===== config.mk =====
export PLATFORM = sky130hd
export DESIGN_NAME = hpreg_ctrl
export DESIGN_NICKNAME = d
export VERILOG_FILES = /design/src/hpreg_ramp.v /design/src/hpreg_ctrl.v
export VERILOG_INCLUDE_DIRS = /design/src
export SDC_FILE = /design/constraint.sdc
export NUM_CORES = 1
export LEC_CHECK = 0
export ABC_CLOCK_PERIOD_IN_PS = 3200
export CORE_MARGIN = 4
export CORE_UTILIZATION = 25
export DETAILED_ROUTE_END_ITERATION = 10
export DONT_BUFFER_PORTS = 1
export SLEW_MARGIN = 40
export SYNTH_ARGS = -nofsm -noshare
export SYNTH_HDL_FRONTEND = slang
export SYNTH_SLANG_ARGS = --single-unit

===== constraint.sdc =====
create_clock -name i_clock -period 3.2 [get_ports i_clock]
set_input_delay 0.16 -clock i_clock [delete_from_list [all_inputs] [get_ports i_clock]]
set_output_delay 0.16 -clock i_clock [all_outputs]
set_load 0.03 [all_outputs]

===== src/hpreg_consts.vh =====
// constants for the headphone amplifier serial control register bank
`ifndef HPREG_CONSTS_VH
`define HPREG_CONSTS_VH

// bus addresses and command
`define HPREG_SLAVE_ADDR      7'h60
`define HPREG_GC_ADDR         8'h00
`define HPREG_GC_RESET_CMD    8'h06

// register pointer locations
`define HPREG_PTR_EMPTY0      3'h0
`define HPREG_PTR_MODE        3'h1
`define HPREG_PTR_VOLUME      3'h2
`define HPREG_PTR_FLOAT       3'h3
`define HPREG_PTR_IDENT       3'h4
`define HPREG_PTR_EMPTY5      3'h5
`define HPREG_PTR_TEST        3'h6
`define HPREG_PTR_EMPTY7      3'h7

// mode_control fields
`define HPREG_MODE_LEFT_ON    7
`define HPREG_MODE_RIGHT_ON   6
`define HPREG_MODE_THERMAL    1
`define HPREG_MODE_SHUTDOWN   0

// volume_mute fields
`define HPREG_VOL_LEFT_SIL    7
`define HPREG_VOL_RIGHT_SIL   6
`define HPREG_VOL_GAIN_HI     5
`define HPREG_VOL_GAIN_LO     1

// output_float fields
`define HPREG_FLOAT_LEFT      1
`define HPREG_FLOAT_RIGHT     0

// reset values
`define HPREG_RST_CHAN_ON     1'b0
`define HPREG_RST_SHUTDOWN    1'b0
`define HPREG_RST_SILENCE     1'b1
`define HPREG_RST_GAIN        5'h00
`define HPREG_RST_FLOAT       1'b0
`define HPREG_RST_TEST        8'h00
`define HPREG_RST_PTR         3'h0

// timing
`define HPREG_CLK_PERIOD_NS   10
`define HPREG_STEP_TIME_NS    1000000
`define HPREG_STEP_CYCLES     (`HPREG_STEP_TIME_NS / `HPREG_CLK_PERIOD_NS)

`endif


===== src/hpreg_ramp.v =====
// per-channel gain stepper toward the programmed volume and mute
`timescale 1ns/100ps
`include "hpreg_consts.vh"

module hpreg_ramp #(
  parameter STEP_CYCLES = `HPREG_STEP_CYCLES,
  parameter CHANNELS    = 2
) (
  input  wire                  i_clock,
  input  wire                  i_reset,
  input  wire                  i_clear,
  input  wire [CHANNELS-1:0]   i_silence,
  input  wire [5*CHANNELS-1:0] i_gain,
  output reg  [5*CHANNELS-1:0] o_gain,
  output reg  [CHANNELS-1:0]   o_muted
);

  localparam CNT_W = $clog2(STEP_CYCLES + 1);
  localparam [31:0]      LAST_FULL = STEP_CYCLES - 1;
  localparam [CNT_W-1:0] LAST      = LAST_FULL[CNT_W-1:0];

  reg [CNT_W-1:0] tick_count;
  reg             tick;

  // one shared step tick keeps both channels in lock step
  always @(posedge i_clock or posedge i_reset)
  begin
    if (i_reset)
    begin
      tick_count <= {CNT_W{1'b0}};
      tick       <= 1'b0;
    end
    else if (i_clear || tick_count == LAST)
    begin
      tick_count <= {CNT_W{1'b0}};
      tick       <= ~i_clear;
    end
    else
    begin
      tick_count <= tick_count + {{(CNT_W-1){1'b0}}, 1'b1};
      tick       <= 1'b0;
    end
  end

  genvar ch;
  generate
    for (ch = 0; ch < CHANNELS; ch = ch + 1)
    begin : g_chan
      wire [4:0] target = i_gain[5*ch +: 5];
      wire [4:0] level  = o_gain[5*ch +: 5];
      // a silenced channel mutes only after gain has walked down to the bottom, avoids clicks
      always @(posedge i_clock or posedge i_reset)
      begin
        if (i_reset)
        begin
          o_gain[5*ch +: 5] <= `HPREG_RST_GAIN;
          o_muted[ch]       <= `HPREG_RST_SILENCE;
        end
        else if (i_clear)
        begin
          o_gain[5*ch +: 5] <= `HPREG_RST_GAIN;
          o_muted[ch]       <= `HPREG_RST_SILENCE;
        end
        else if (tick)
        begin
          if (i_silence[ch])
          begin
            if (level != 5'h00)
              o_gain[5*ch +: 5] <= level - 5'h01;
            else
              o_muted[ch] <= 1'b1;
          end
          else if (o_muted[ch])
            o_muted[ch] <= 1'b0;
          else if (level < target)
            o_gain[5*ch +: 5] <= level + 5'h01;
          else if (level > target)
            o_gain[5*ch +: 5] <= level - 5'h01;
        end
      end
    end
  endgenerate

endmodule // hpreg_ramp


===== src/hpreg_ctrl.v =====
// serial-bus slave and control registers of the stereo headphone amplifier
//
// Summary of operation
// - answer slave address 1100000 plus direction bit
// - address lsb one reads, zero writes
// - general-call reset acked, restores power-on values
// - first written byte loads register pointer
// - only pointer bits 2:0 are used
// - locations 0, 5, 7 are not acknowledged
// - mode bits 7/6 enable left/right, default off
// - mode bits 5:2 read as zero
// - mode bit 1 shows thermal shutdown
// - mode bit 0 software shutdown, default zero
// - volume bits 7/6 mute left/right, default set
// - volume bits 5:1 hold gain code, default zero
// - volume bit 0 reads zero
// - float bits 7:2 read zero
// - float bits 1/0 float left/right outputs
// - location 4 reads identity and version
// - location 6 is read/write test register
// - gain steps once per millisecond toward target
// - identity: supplier 7:6, zeros 5:4, version 3:0
`timescale 1ns/100ps
`include "hpreg_consts.vh"

module hpreg_ctrl #(
  parameter       STEP_CYCLES   = `HPREG_STEP_CYCLES,
  parameter [1:0] SUPPLIER_CODE = 2'h1, // arbitrary value
  parameter [3:0] VERSION_CODE  = 4'h0
) (
  input  wire       i_clock,
  input  wire       i_reset,
  input  wire       i_scl,
  input  wire       i_sda_in,
  output reg        o_sda_out,
  output reg        o_sda_oe,
  input  wire       i_thermal_alarm,
  output reg        o_left_channel_on,
  output reg        o_right_channel_on,
  output reg        o_soft_shutdown,
  output reg        o_left_float,
  output reg        o_right_float,
  output reg  [7:0] o_factory_test,
  output wire [4:0] o_left_gain,
  output wire [4:0] o_right_gain,
  output wire       o_left_muted,
  output wire       o_right_muted
);

  localparam [2:0] ST_IDLE   = 3'h0;
  localparam [2:0] ST_ADDR   = 3'h1;
  localparam [2:0] ST_PTR    = 3'h2;
  localparam [2:0] ST_WDATA  = 3'h3;
  localparam [2:0] ST_GCCMD  = 3'h4;
  localparam [2:0] ST_RDATA  = 3'h5;
  localparam [2:0] ST_IGNORE = 3'h6;

  // pin synchronisers
  reg       scl_meta;
  reg       scl_sync;
  reg       scl_last;
  reg       sda_meta;
  reg       sda_sync;
  reg       sda_last;
  reg       therm_meta;
  reg       therm_sync;

  // bus engine
  reg [2:0] state;
  reg [2:0] after_ack;
  reg [3:0] bit_count;
  reg [7:0] rx_byte;
  reg [7:0] tx_byte;
  reg       gc_clear;

  // registers
  reg [2:0] pointer;
  reg       left_silence;
  reg       right_silence;
  reg [4:0] gain_code;

  reg [7:0] read_data;
  reg       ptr_valid;
  reg       rx_ptr_valid;

  wire scl_rise  = scl_sync & ~scl_last;
  wire scl_fall  = ~scl_sync & scl_last;
  wire bus_start = scl_sync & scl_last & sda_last & ~sda_sync;
  wire bus_stop  = scl_sync & scl_last & ~sda_last & sda_sync;
  wire byte_end  = scl_fall && bit_count == 4'h8;
  wire ack_end   = scl_fall && bit_count == 4'h9;
  wire wr_strobe = state == ST_WDATA && byte_end && ptr_valid;

  // first stage feeds only the second; edges are found one stage later
  always @(posedge i_clock or posedge i_reset)
  begin
    if (i_reset)
    begin
      scl_meta   <= 1'b1;
      scl_sync   <= 1'b1;
      scl_last   <= 1'b1;
      sda_meta   <= 1'b1;
      sda_sync   <= 1'b1;
      sda_last   <= 1'b1;
      therm_meta <= 1'b0;
      therm_sync <= 1'b0;
    end
    else
    begin
      scl_meta   <= i_scl;
      scl_sync   <= scl_meta;
      scl_last   <= scl_sync;
      sda_meta   <= i_sda_in;
      sda_sync   <= sda_meta;
      sda_last   <= sda_sync;
      therm_meta <= i_thermal_alarm;
      therm_sync <= therm_meta;
    end
  end

  // empty locations are refused
  always @*
  begin
    ptr_valid = 1'b1;
    case (pointer)
      `HPREG_PTR_EMPTY0: ptr_valid = 1'b0;
      `HPREG_PTR_EMPTY5: ptr_valid = 1'b0;
      `HPREG_PTR_EMPTY7: ptr_valid = 1'b0;
      default:           ptr_valid = 1'b1;
    endcase
  end

  always @*
  begin
    rx_ptr_valid = 1'b1;
    case (rx_byte[2:0])
      `HPREG_PTR_EMPTY0: rx_ptr_valid = 1'b0;
      `HPREG_PTR_EMPTY5: rx_ptr_valid = 1'b0;
      `HPREG_PTR_EMPTY7: rx_ptr_valid = 1'b0;
      default:           rx_ptr_valid = 1'b1;
    endcase
  end

  // read-back of the location selected by the pointer
  always @*
  begin
    read_data = 8'h00;
    case (pointer)
      `HPREG_PTR_MODE:
      begin
        read_data[`HPREG_MODE_LEFT_ON]  = o_left_channel_on;
        read_data[`HPREG_MODE_RIGHT_ON] = o_right_channel_on;
        read_data[`HPREG_MODE_THERMAL]  = therm_sync;
        read_data[`HPREG_MODE_SHUTDOWN] = o_soft_shutdown;
      end
      `HPREG_PTR_VOLUME:
      begin
        read_data[`HPREG_VOL_LEFT_SIL]  = left_silence;
        read_data[`HPREG_VOL_RIGHT_SIL] = right_silence;
        read_data[`HPREG_VOL_GAIN_HI:`HPREG_VOL_GAIN_LO] = gain_code;
      end
      `HPREG_PTR_FLOAT:
      begin
        read_data[`HPREG_FLOAT_LEFT]  = o_left_float;
        read_data[`HPREG_FLOAT_RIGHT] = o_right_float;
      end
      `HPREG_PTR_IDENT:
        read_data = {SUPPLIER_CODE, 2'h0, VERSION_CODE};
      `HPREG_PTR_TEST:
        read_data = o_factory_test;
      default:
        read_data = 8'h00;
    endcase
    // unlisted bits stay zero
  end

  // bus engine: sample on scl rise, change sda on scl fall
  always @(posedge i_clock or posedge i_reset)
  begin
    if (i_reset)
    begin
      state     <= ST_IDLE;
      after_ack <= ST_IDLE;
      bit_count <= 4'h0;
      rx_byte   <= 8'h00;
      tx_byte   <= 8'h00;
      gc_clear  <= 1'b0;
      o_sda_out <= 1'b0;
      o_sda_oe  <= 1'b0;
    end
    else
    begin
      gc_clear  <= 1'b0;
      o_sda_out <= 1'b0;
      if (bus_start)
      begin
        state     <= ST_ADDR;
        bit_count <= 4'h0;
        o_sda_oe  <= 1'b0;
      end
      else if (bus_stop)
      begin
        state     <= ST_IDLE;
        bit_count <= 4'h0;
        o_sda_oe  <= 1'b0;
      end
      else
      begin
        case (state)
          ST_ADDR, ST_PTR, ST_WDATA, ST_GCCMD:
          begin
            if (scl_rise && bit_count < 4'h8)
            begin
              rx_byte   <= {rx_byte[6:0], sda_sync};
              bit_count <= bit_count + 4'h1;
            end
            else if (byte_end)
            begin
              bit_count <= 4'h9;
              after_ack <= ST_IGNORE;
              o_sda_oe  <= 1'b0;
              case (state)
                ST_ADDR:
                begin
                  if (rx_byte[7:1] == `HPREG_SLAVE_ADDR)
                  begin
                    if (rx_byte[0])
                    begin
                      // a read from an empty location is refused here
                      o_sda_oe  <= ptr_valid;
                      after_ack <= ptr_valid ? ST_RDATA : ST_IGNORE;
                    end
                    else
                    begin
                      o_sda_oe  <= 1'b1;
                      after_ack <= ST_PTR;
                    end
                  end
                  else if (rx_byte == `HPREG_GC_ADDR)
                  begin
                    o_sda_oe  <= 1'b1;
                    after_ack <= ST_GCCMD;
                  end
                end
                ST_PTR:
                begin
                  o_sda_oe  <= rx_ptr_valid;
                  after_ack <= ST_WDATA;
                end
                ST_WDATA:
                begin
                  o_sda_oe  <= ptr_valid;
                  after_ack <= ST_WDATA;
                end
                ST_GCCMD:
                begin
                  if (rx_byte == `HPREG_GC_RESET_CMD)
                  begin
                    o_sda_oe <= 1'b1;
                    gc_clear <= 1'b1;
                  end
                end
                default:
                  after_ack <= ST_IGNORE;
              endcase
            end
            else if (ack_end)
            begin
              bit_count <= 4'h0;
              state     <= after_ack;
              o_sda_oe  <= 1'b0;
              if (after_ack == ST_RDATA)
              begin
                tx_byte  <= read_data;
                o_sda_oe <= ~read_data[7];
              end
            end
          end
          ST_RDATA:
          begin
            if (scl_rise && bit_count < 4'h8)
              bit_count <= bit_count + 4'h1;
            else if (scl_rise)
            begin
              // master ack asks for another byte; nack ends our drive
              if (!sda_sync)
              begin
                bit_count <= 4'h0;
                tx_byte   <= read_data;
              end
              else
                state <= ST_IGNORE;
            end
            else if (scl_fall && bit_count < 4'h8)
              o_sda_oe <= ~tx_byte[3'h7 - bit_count[2:0]];
            else if (byte_end)
              o_sda_oe <= 1'b0;
          end
          ST_IGNORE:
            o_sda_oe <= 1'b0;
          ST_IDLE:
            o_sda_oe <= 1'b0;
          default:
          begin
            state    <= ST_IDLE;
            o_sda_oe <= 1'b0;
          end
        endcase
      end
    end
  end

  // register file; general-call reset returns every field to power-on value
  always @(posedge i_clock or posedge i_reset)
  begin
    if (i_reset)
    begin
      pointer            <= `HPREG_RST_PTR;
      o_left_channel_on  <= `HPREG_RST_CHAN_ON;
      o_right_channel_on <= `HPREG_RST_CHAN_ON;
      o_soft_shutdown    <= `HPREG_RST_SHUTDOWN;
      left_silence       <= `HPREG_RST_SILENCE;
      right_silence      <= `HPREG_RST_SILENCE;
      gain_code          <= `HPREG_RST_GAIN;
      o_left_float       <= `HPREG_RST_FLOAT;
      o_right_float      <= `HPREG_RST_FLOAT;
      o_factory_test     <= `HPREG_RST_TEST;
    end
    else if (gc_clear)
    begin
      pointer            <= `HPREG_RST_PTR;
      o_left_channel_on  <= `HPREG_RST_CHAN_ON;
      o_right_channel_on <= `HPREG_RST_CHAN_ON;
      o_soft_shutdown    <= `HPREG_RST_SHUTDOWN;
      left_silence       <= `HPREG_RST_SILENCE;
      right_silence      <= `HPREG_RST_SILENCE;
      gain_code          <= `HPREG_RST_GAIN;
      o_left_float       <= `HPREG_RST_FLOAT;
      o_right_float      <= `HPREG_RST_FLOAT;
      o_factory_test     <= `HPREG_RST_TEST;
    end
    else if (state == ST_PTR && byte_end)
      pointer <= rx_byte[2:0];
    else if (wr_strobe)
    begin
      case (pointer)
        `HPREG_PTR_MODE:
        begin
          o_left_channel_on  <= rx_byte[`HPREG_MODE_LEFT_ON];
          o_right_channel_on <= rx_byte[`HPREG_MODE_RIGHT_ON];
          o_soft_shutdown    <= rx_byte[`HPREG_MODE_SHUTDOWN];
        end
        `HPREG_PTR_VOLUME:
        begin
          left_silence  <= rx_byte[`HPREG_VOL_LEFT_SIL];
          right_silence <= rx_byte[`HPREG_VOL_RIGHT_SIL];
          gain_code     <= rx_byte[`HPREG_VOL_GAIN_HI:`HPREG_VOL_GAIN_LO];
        end
        `HPREG_PTR_FLOAT:
        begin
          o_left_float  <= rx_byte[`HPREG_FLOAT_LEFT];
          o_right_float <= rx_byte[`HPREG_FLOAT_RIGHT];
        end
        `HPREG_PTR_TEST:
          o_factory_test <= rx_byte;
        default:
          o_factory_test <= o_factory_test;
      endcase
    end
  end

  // left channel sits in the upper slice
  hpreg_ramp #(
    .STEP_CYCLES (STEP_CYCLES),
    .CHANNELS    (2)
  ) u_ramp (
    .i_clock   (i_clock),
    .i_reset   (i_reset),
    .i_clear   (gc_clear),
    .i_silence ({left_silence, right_silence}),
    .i_gain    ({gain_code, gain_code}),
    .o_gain    ({o_left_gain, o_right_gain}),
    .o_muted   ({o_left_muted, o_right_muted})
  );

endmodule // hpreg_ctrl


==> results.py <==
metrics = {
    "status": {
        "status": "completed",
    },
    "setup_path": {
        "cp_max_fo": 6,
        "r2r_slack_ps": 800,
        "timing.rr.start": "u_ramp.g_chan[0].level[0]",
        "required_ps": 3420,
        "worstReg2RegEnd": "u_ramp.g_chan[0].level[2]",
        "crit_type": "flop to flop",
        "crit_arrival_ps": 2630,
        "reg2reg_depth": 7,
        "worst_setup_path_start_kind": "flop",
        "end_kind": "flop",
    },
    "power": {
        "leakage_uw": 0.00247,
        "p_per_area_mw_per_mm2": 419,
        "ir_worst_vdd_v": 0.000232,
    },
    "synth": {
        "postSynth.asyncResetShare": 1.00,
        "synth_most_common_cell": "dfrtp_1",
        "syn-num-nets": 542,
        "avgSynthCellArea_um2": 9.89,
        "yosysWarnings": 0,
        "synth_top_area_frac": 0.386,
        "synth_seq_cells": 89,
        "seq_area_frac_synth": 0.437,
        "yosysUniqueCellTypes": 69,
        "syn_inst": 518,
        "synth_area_leaders": "dfrtp_1, mux2_1, dfstp_2",
        "syn-cell-area_mm2": 0.00512,
        "synth_edf_count": 0,
        "yosysTopAreaCell": "dfrtp_1",
        "yosys-top-cells-count": "dfrtp_1, nor2_1, nand2_1",
        "synth-main-ff-cell": "dfrtp_1",
    },
    "cells_and_area": {
        "fin_util": 0.284,
        "post_layout_nonfiller_instances": 794,
        "syn2layout_area_growth_pct": 11.8,
        "layout-drive-gt1-share": 0.0994,
        "nFillCells": 2146,
        "fin_nets": 542,
    },
    "cts": {
        "cts_made_buffers": 9,
        "cts_max_level": 3,
        "cts_root_buffer": "clkbuf_16",
        "cts_buffer_depth": 2,
        "cts_tree": "built",
        "postCtsResizedCells": 0,
        "clkSinkCount": 89,
        "clk_latency_ps": 350,
        "cts_setup_buffers": 0,
        "clk_pin_slew_ps": 60,
    },
    "placement": {
        "gp_congestion": 0.867,
        "portBuffers": 0,
        "place_inst": 773,
        "dp_hpwl_mm": 8.18,
    },
    "floorplanning": {
        "initial_utilization": 0.254,
        "fp.dieH_um": 151,
        "core_area_mm2": 0.0202,
        "io_pins": 32,
        "die_w_um": 151,
        "num_rows": 52,
        "dieArea_mm2": 0.0229,
    },
    "timing": {
        "min_period_over_period": 0.751,
        "layout_min_cycle_time_ps": 2400,
        "setup_tns_ps": 0,
        "slew_headroom": 0.435,
        "tightestPinTransition_ps": 837,
        "rsz0062_at_grt": "no",
        "fin_skew_ps": 10.6,
        "finalSetupViolCount": 0,
        "hold_viol_final": 0,
        "maxSlewViolCount": 0,
        "max_freq_mhz": 416,
    },
    "global_routing": {
        "globalRouteMet1Util": 0.141,
        "antenna_found_initial": 1,
        "grt_max_degree": 41,
        "grt_pass1_vias": 3592,
        "grt_overflow": 0,
        "grt_busiest_layer": "met2",
        "grt_pass1_wl_mm": 19.0,
        "use_met3": 0.0197,
        "gr-usage-all-layers": 0.103,
        "grtUsageMet2": 0.159,
    },
    "flow_run": {
        "maxCapViolCount": 0,
    },
    "routing": {
        "wl_per_cell_um": 14.2,
        "drt_wl_total_mm": 11.3,
        "ant_nets": 0,
        "via_count": 3766,
        "dr.first_iter.drc_count": 303,
        "drtPass1Iterations": 4,
        "via_per_inst": 4.74,
        "drc_errors": 0,
    },
    "min_path": {
        "hold_class": "input pin to asynchronous set/reset pin",
    },
}
## logic make-up after synthesis
| kind of cell | count (synthesis) | share of synthesized area |
|---|---|---|
| simple gates | 200 | 0.201 |
| flops | 89 | 0.437 |
| fa+ha+maj | 19 | 0.0464 |
| xor+xnor | 18 | 0.0308 |
| mux | 56 | 0.128 |
| compound gates | 94 | 0.121 |
| other cells | 1 | 0.000732 |
| buf+inv | 41 | 0.0342 |
## power by group
part	internal (uW)	switching, uW	total, uW	leakage (uW)
logic	85.3	97.9	183	0.00116
clock network	533	451	983	0.000131
registers	1160	78.0	1230	0.00119
## routing by layer
metal	share of wire	wire length [um]
met3	0.033	373
met1	0.49	5530
met4	0.023	259
met2	0.46	5150
met5	0	0
## placed cells by master, fill, tap and decap left out, types with 5 or more instances in the layout
| master | n |
|---|---|
| xnor2_1 | 8 |
| mux2i_1 | 17 |
| nand4_1 | 8 |
| buf_4 | 7 |
| nor3_1 | 10 |
| o211ai_1 | 10 |
| mux2_4 | 7 |
| o21ai_0 | 21 |
| nand2_1 | 34 |
| nor2_1 | 66 |
| nand3_1 | 22 |
| clkbuf_16 | 9 |
| nor2b_1 | 16 |
| a21oi_1 | 24 |
| dfrtp_1 | 79 |
| or3_1 | 5 |
| inv_1 | 18 |
| and3_1 | 8 |
| dfstp_2 | 10 |
| ha_1 | 19 |
| mux2_1 | 27 |
| xor2_1 | 10 |
## critical path: stages (launching register included)
cell	delay, ps
dfrtp_1	530
inv_1	210
ha_1	200
or4b_1	490
a21oi_1	180
a211o_1	260
a21oi_1	90
mux2_1	320
## worst max path at each step
stage | endpoint | slack (ps) | start | cells after the start
4_1_cts | u_ramp.g_chan[0].level[2] | 800 | u_ramp.g_chan[0].level[0] | 7
2_1_floorplan | after_ack[0] | 750 | i_reset | 1
6_report | u_ramp.g_chan[0].level[2] | 800 | u_ramp.g_chan[0].level[0] | 7
5_1_grt | u_ramp.g_chan[1].level[3] | 620 | u_ramp.g_chan[1].level[2] | 6
3_3_place_gp | u_ramp.g_chan[0].level[4] | 840 | u_ramp.g_chan[0].level[0] | 7
3_5_place_dp | u_ramp.g_chan[0].level[4] | 850 | u_ramp.g_chan[0].level[0] | 7
## through the flow
| step | total power, uW | cell area, um2 | setup slack (ps) | hold WS [ps] |
|---|---|---|---|---|
| 5_1_grt | 2520 | 5730 | 624 | 355 |
| 3_3_place_gp | 1440 | 5410 | 837 | 117 |
| 6_report | 2400 | 5730 | 796 | 344 |
| 3_5_place_dp | 1440 | 5410 | 851 | 118 |
| 4_1_cts | 2440 | 5730 | 804 | 349 |
| 2_1_floorplan | 1400 | 5120 | 750 | 164 |
## area by class of cell
cell class              instances  area, um2  share of cell area
repair buffers                 11       92.6              0.0162
inverters                      19       73.8              0.0129
multi-input cells             388       2710               0.473
well taps                     270        338              0.0590
flip-flops and latches         89       2240               0.391
diodes                          1       2.50            0.000437
clock buffers                  11        233              0.0406
clock inverters                 5       38.8             0.00677
## flip-flops by register name, indices dropped and copies added (netlist names), 3 cells and up
register             count
after_ack                3
bit_count                4
gain_code                5
o_factory_test           8
pointer                  3
rx_byte                  8
state                    3
tx_byte                  8
u_ramp.g_chan.level     10
u_ramp.tick_count       17
## timing repair
| item | 4_1_cts | 5_1_grt |
|---|---|---|
| endpoints found under the setup margin | 0 | 0 |
| hold buffers | 4 | 0 |
| endpoints found under the hold margin | 34 | 0 |
(Power assumes the default switching activity.)
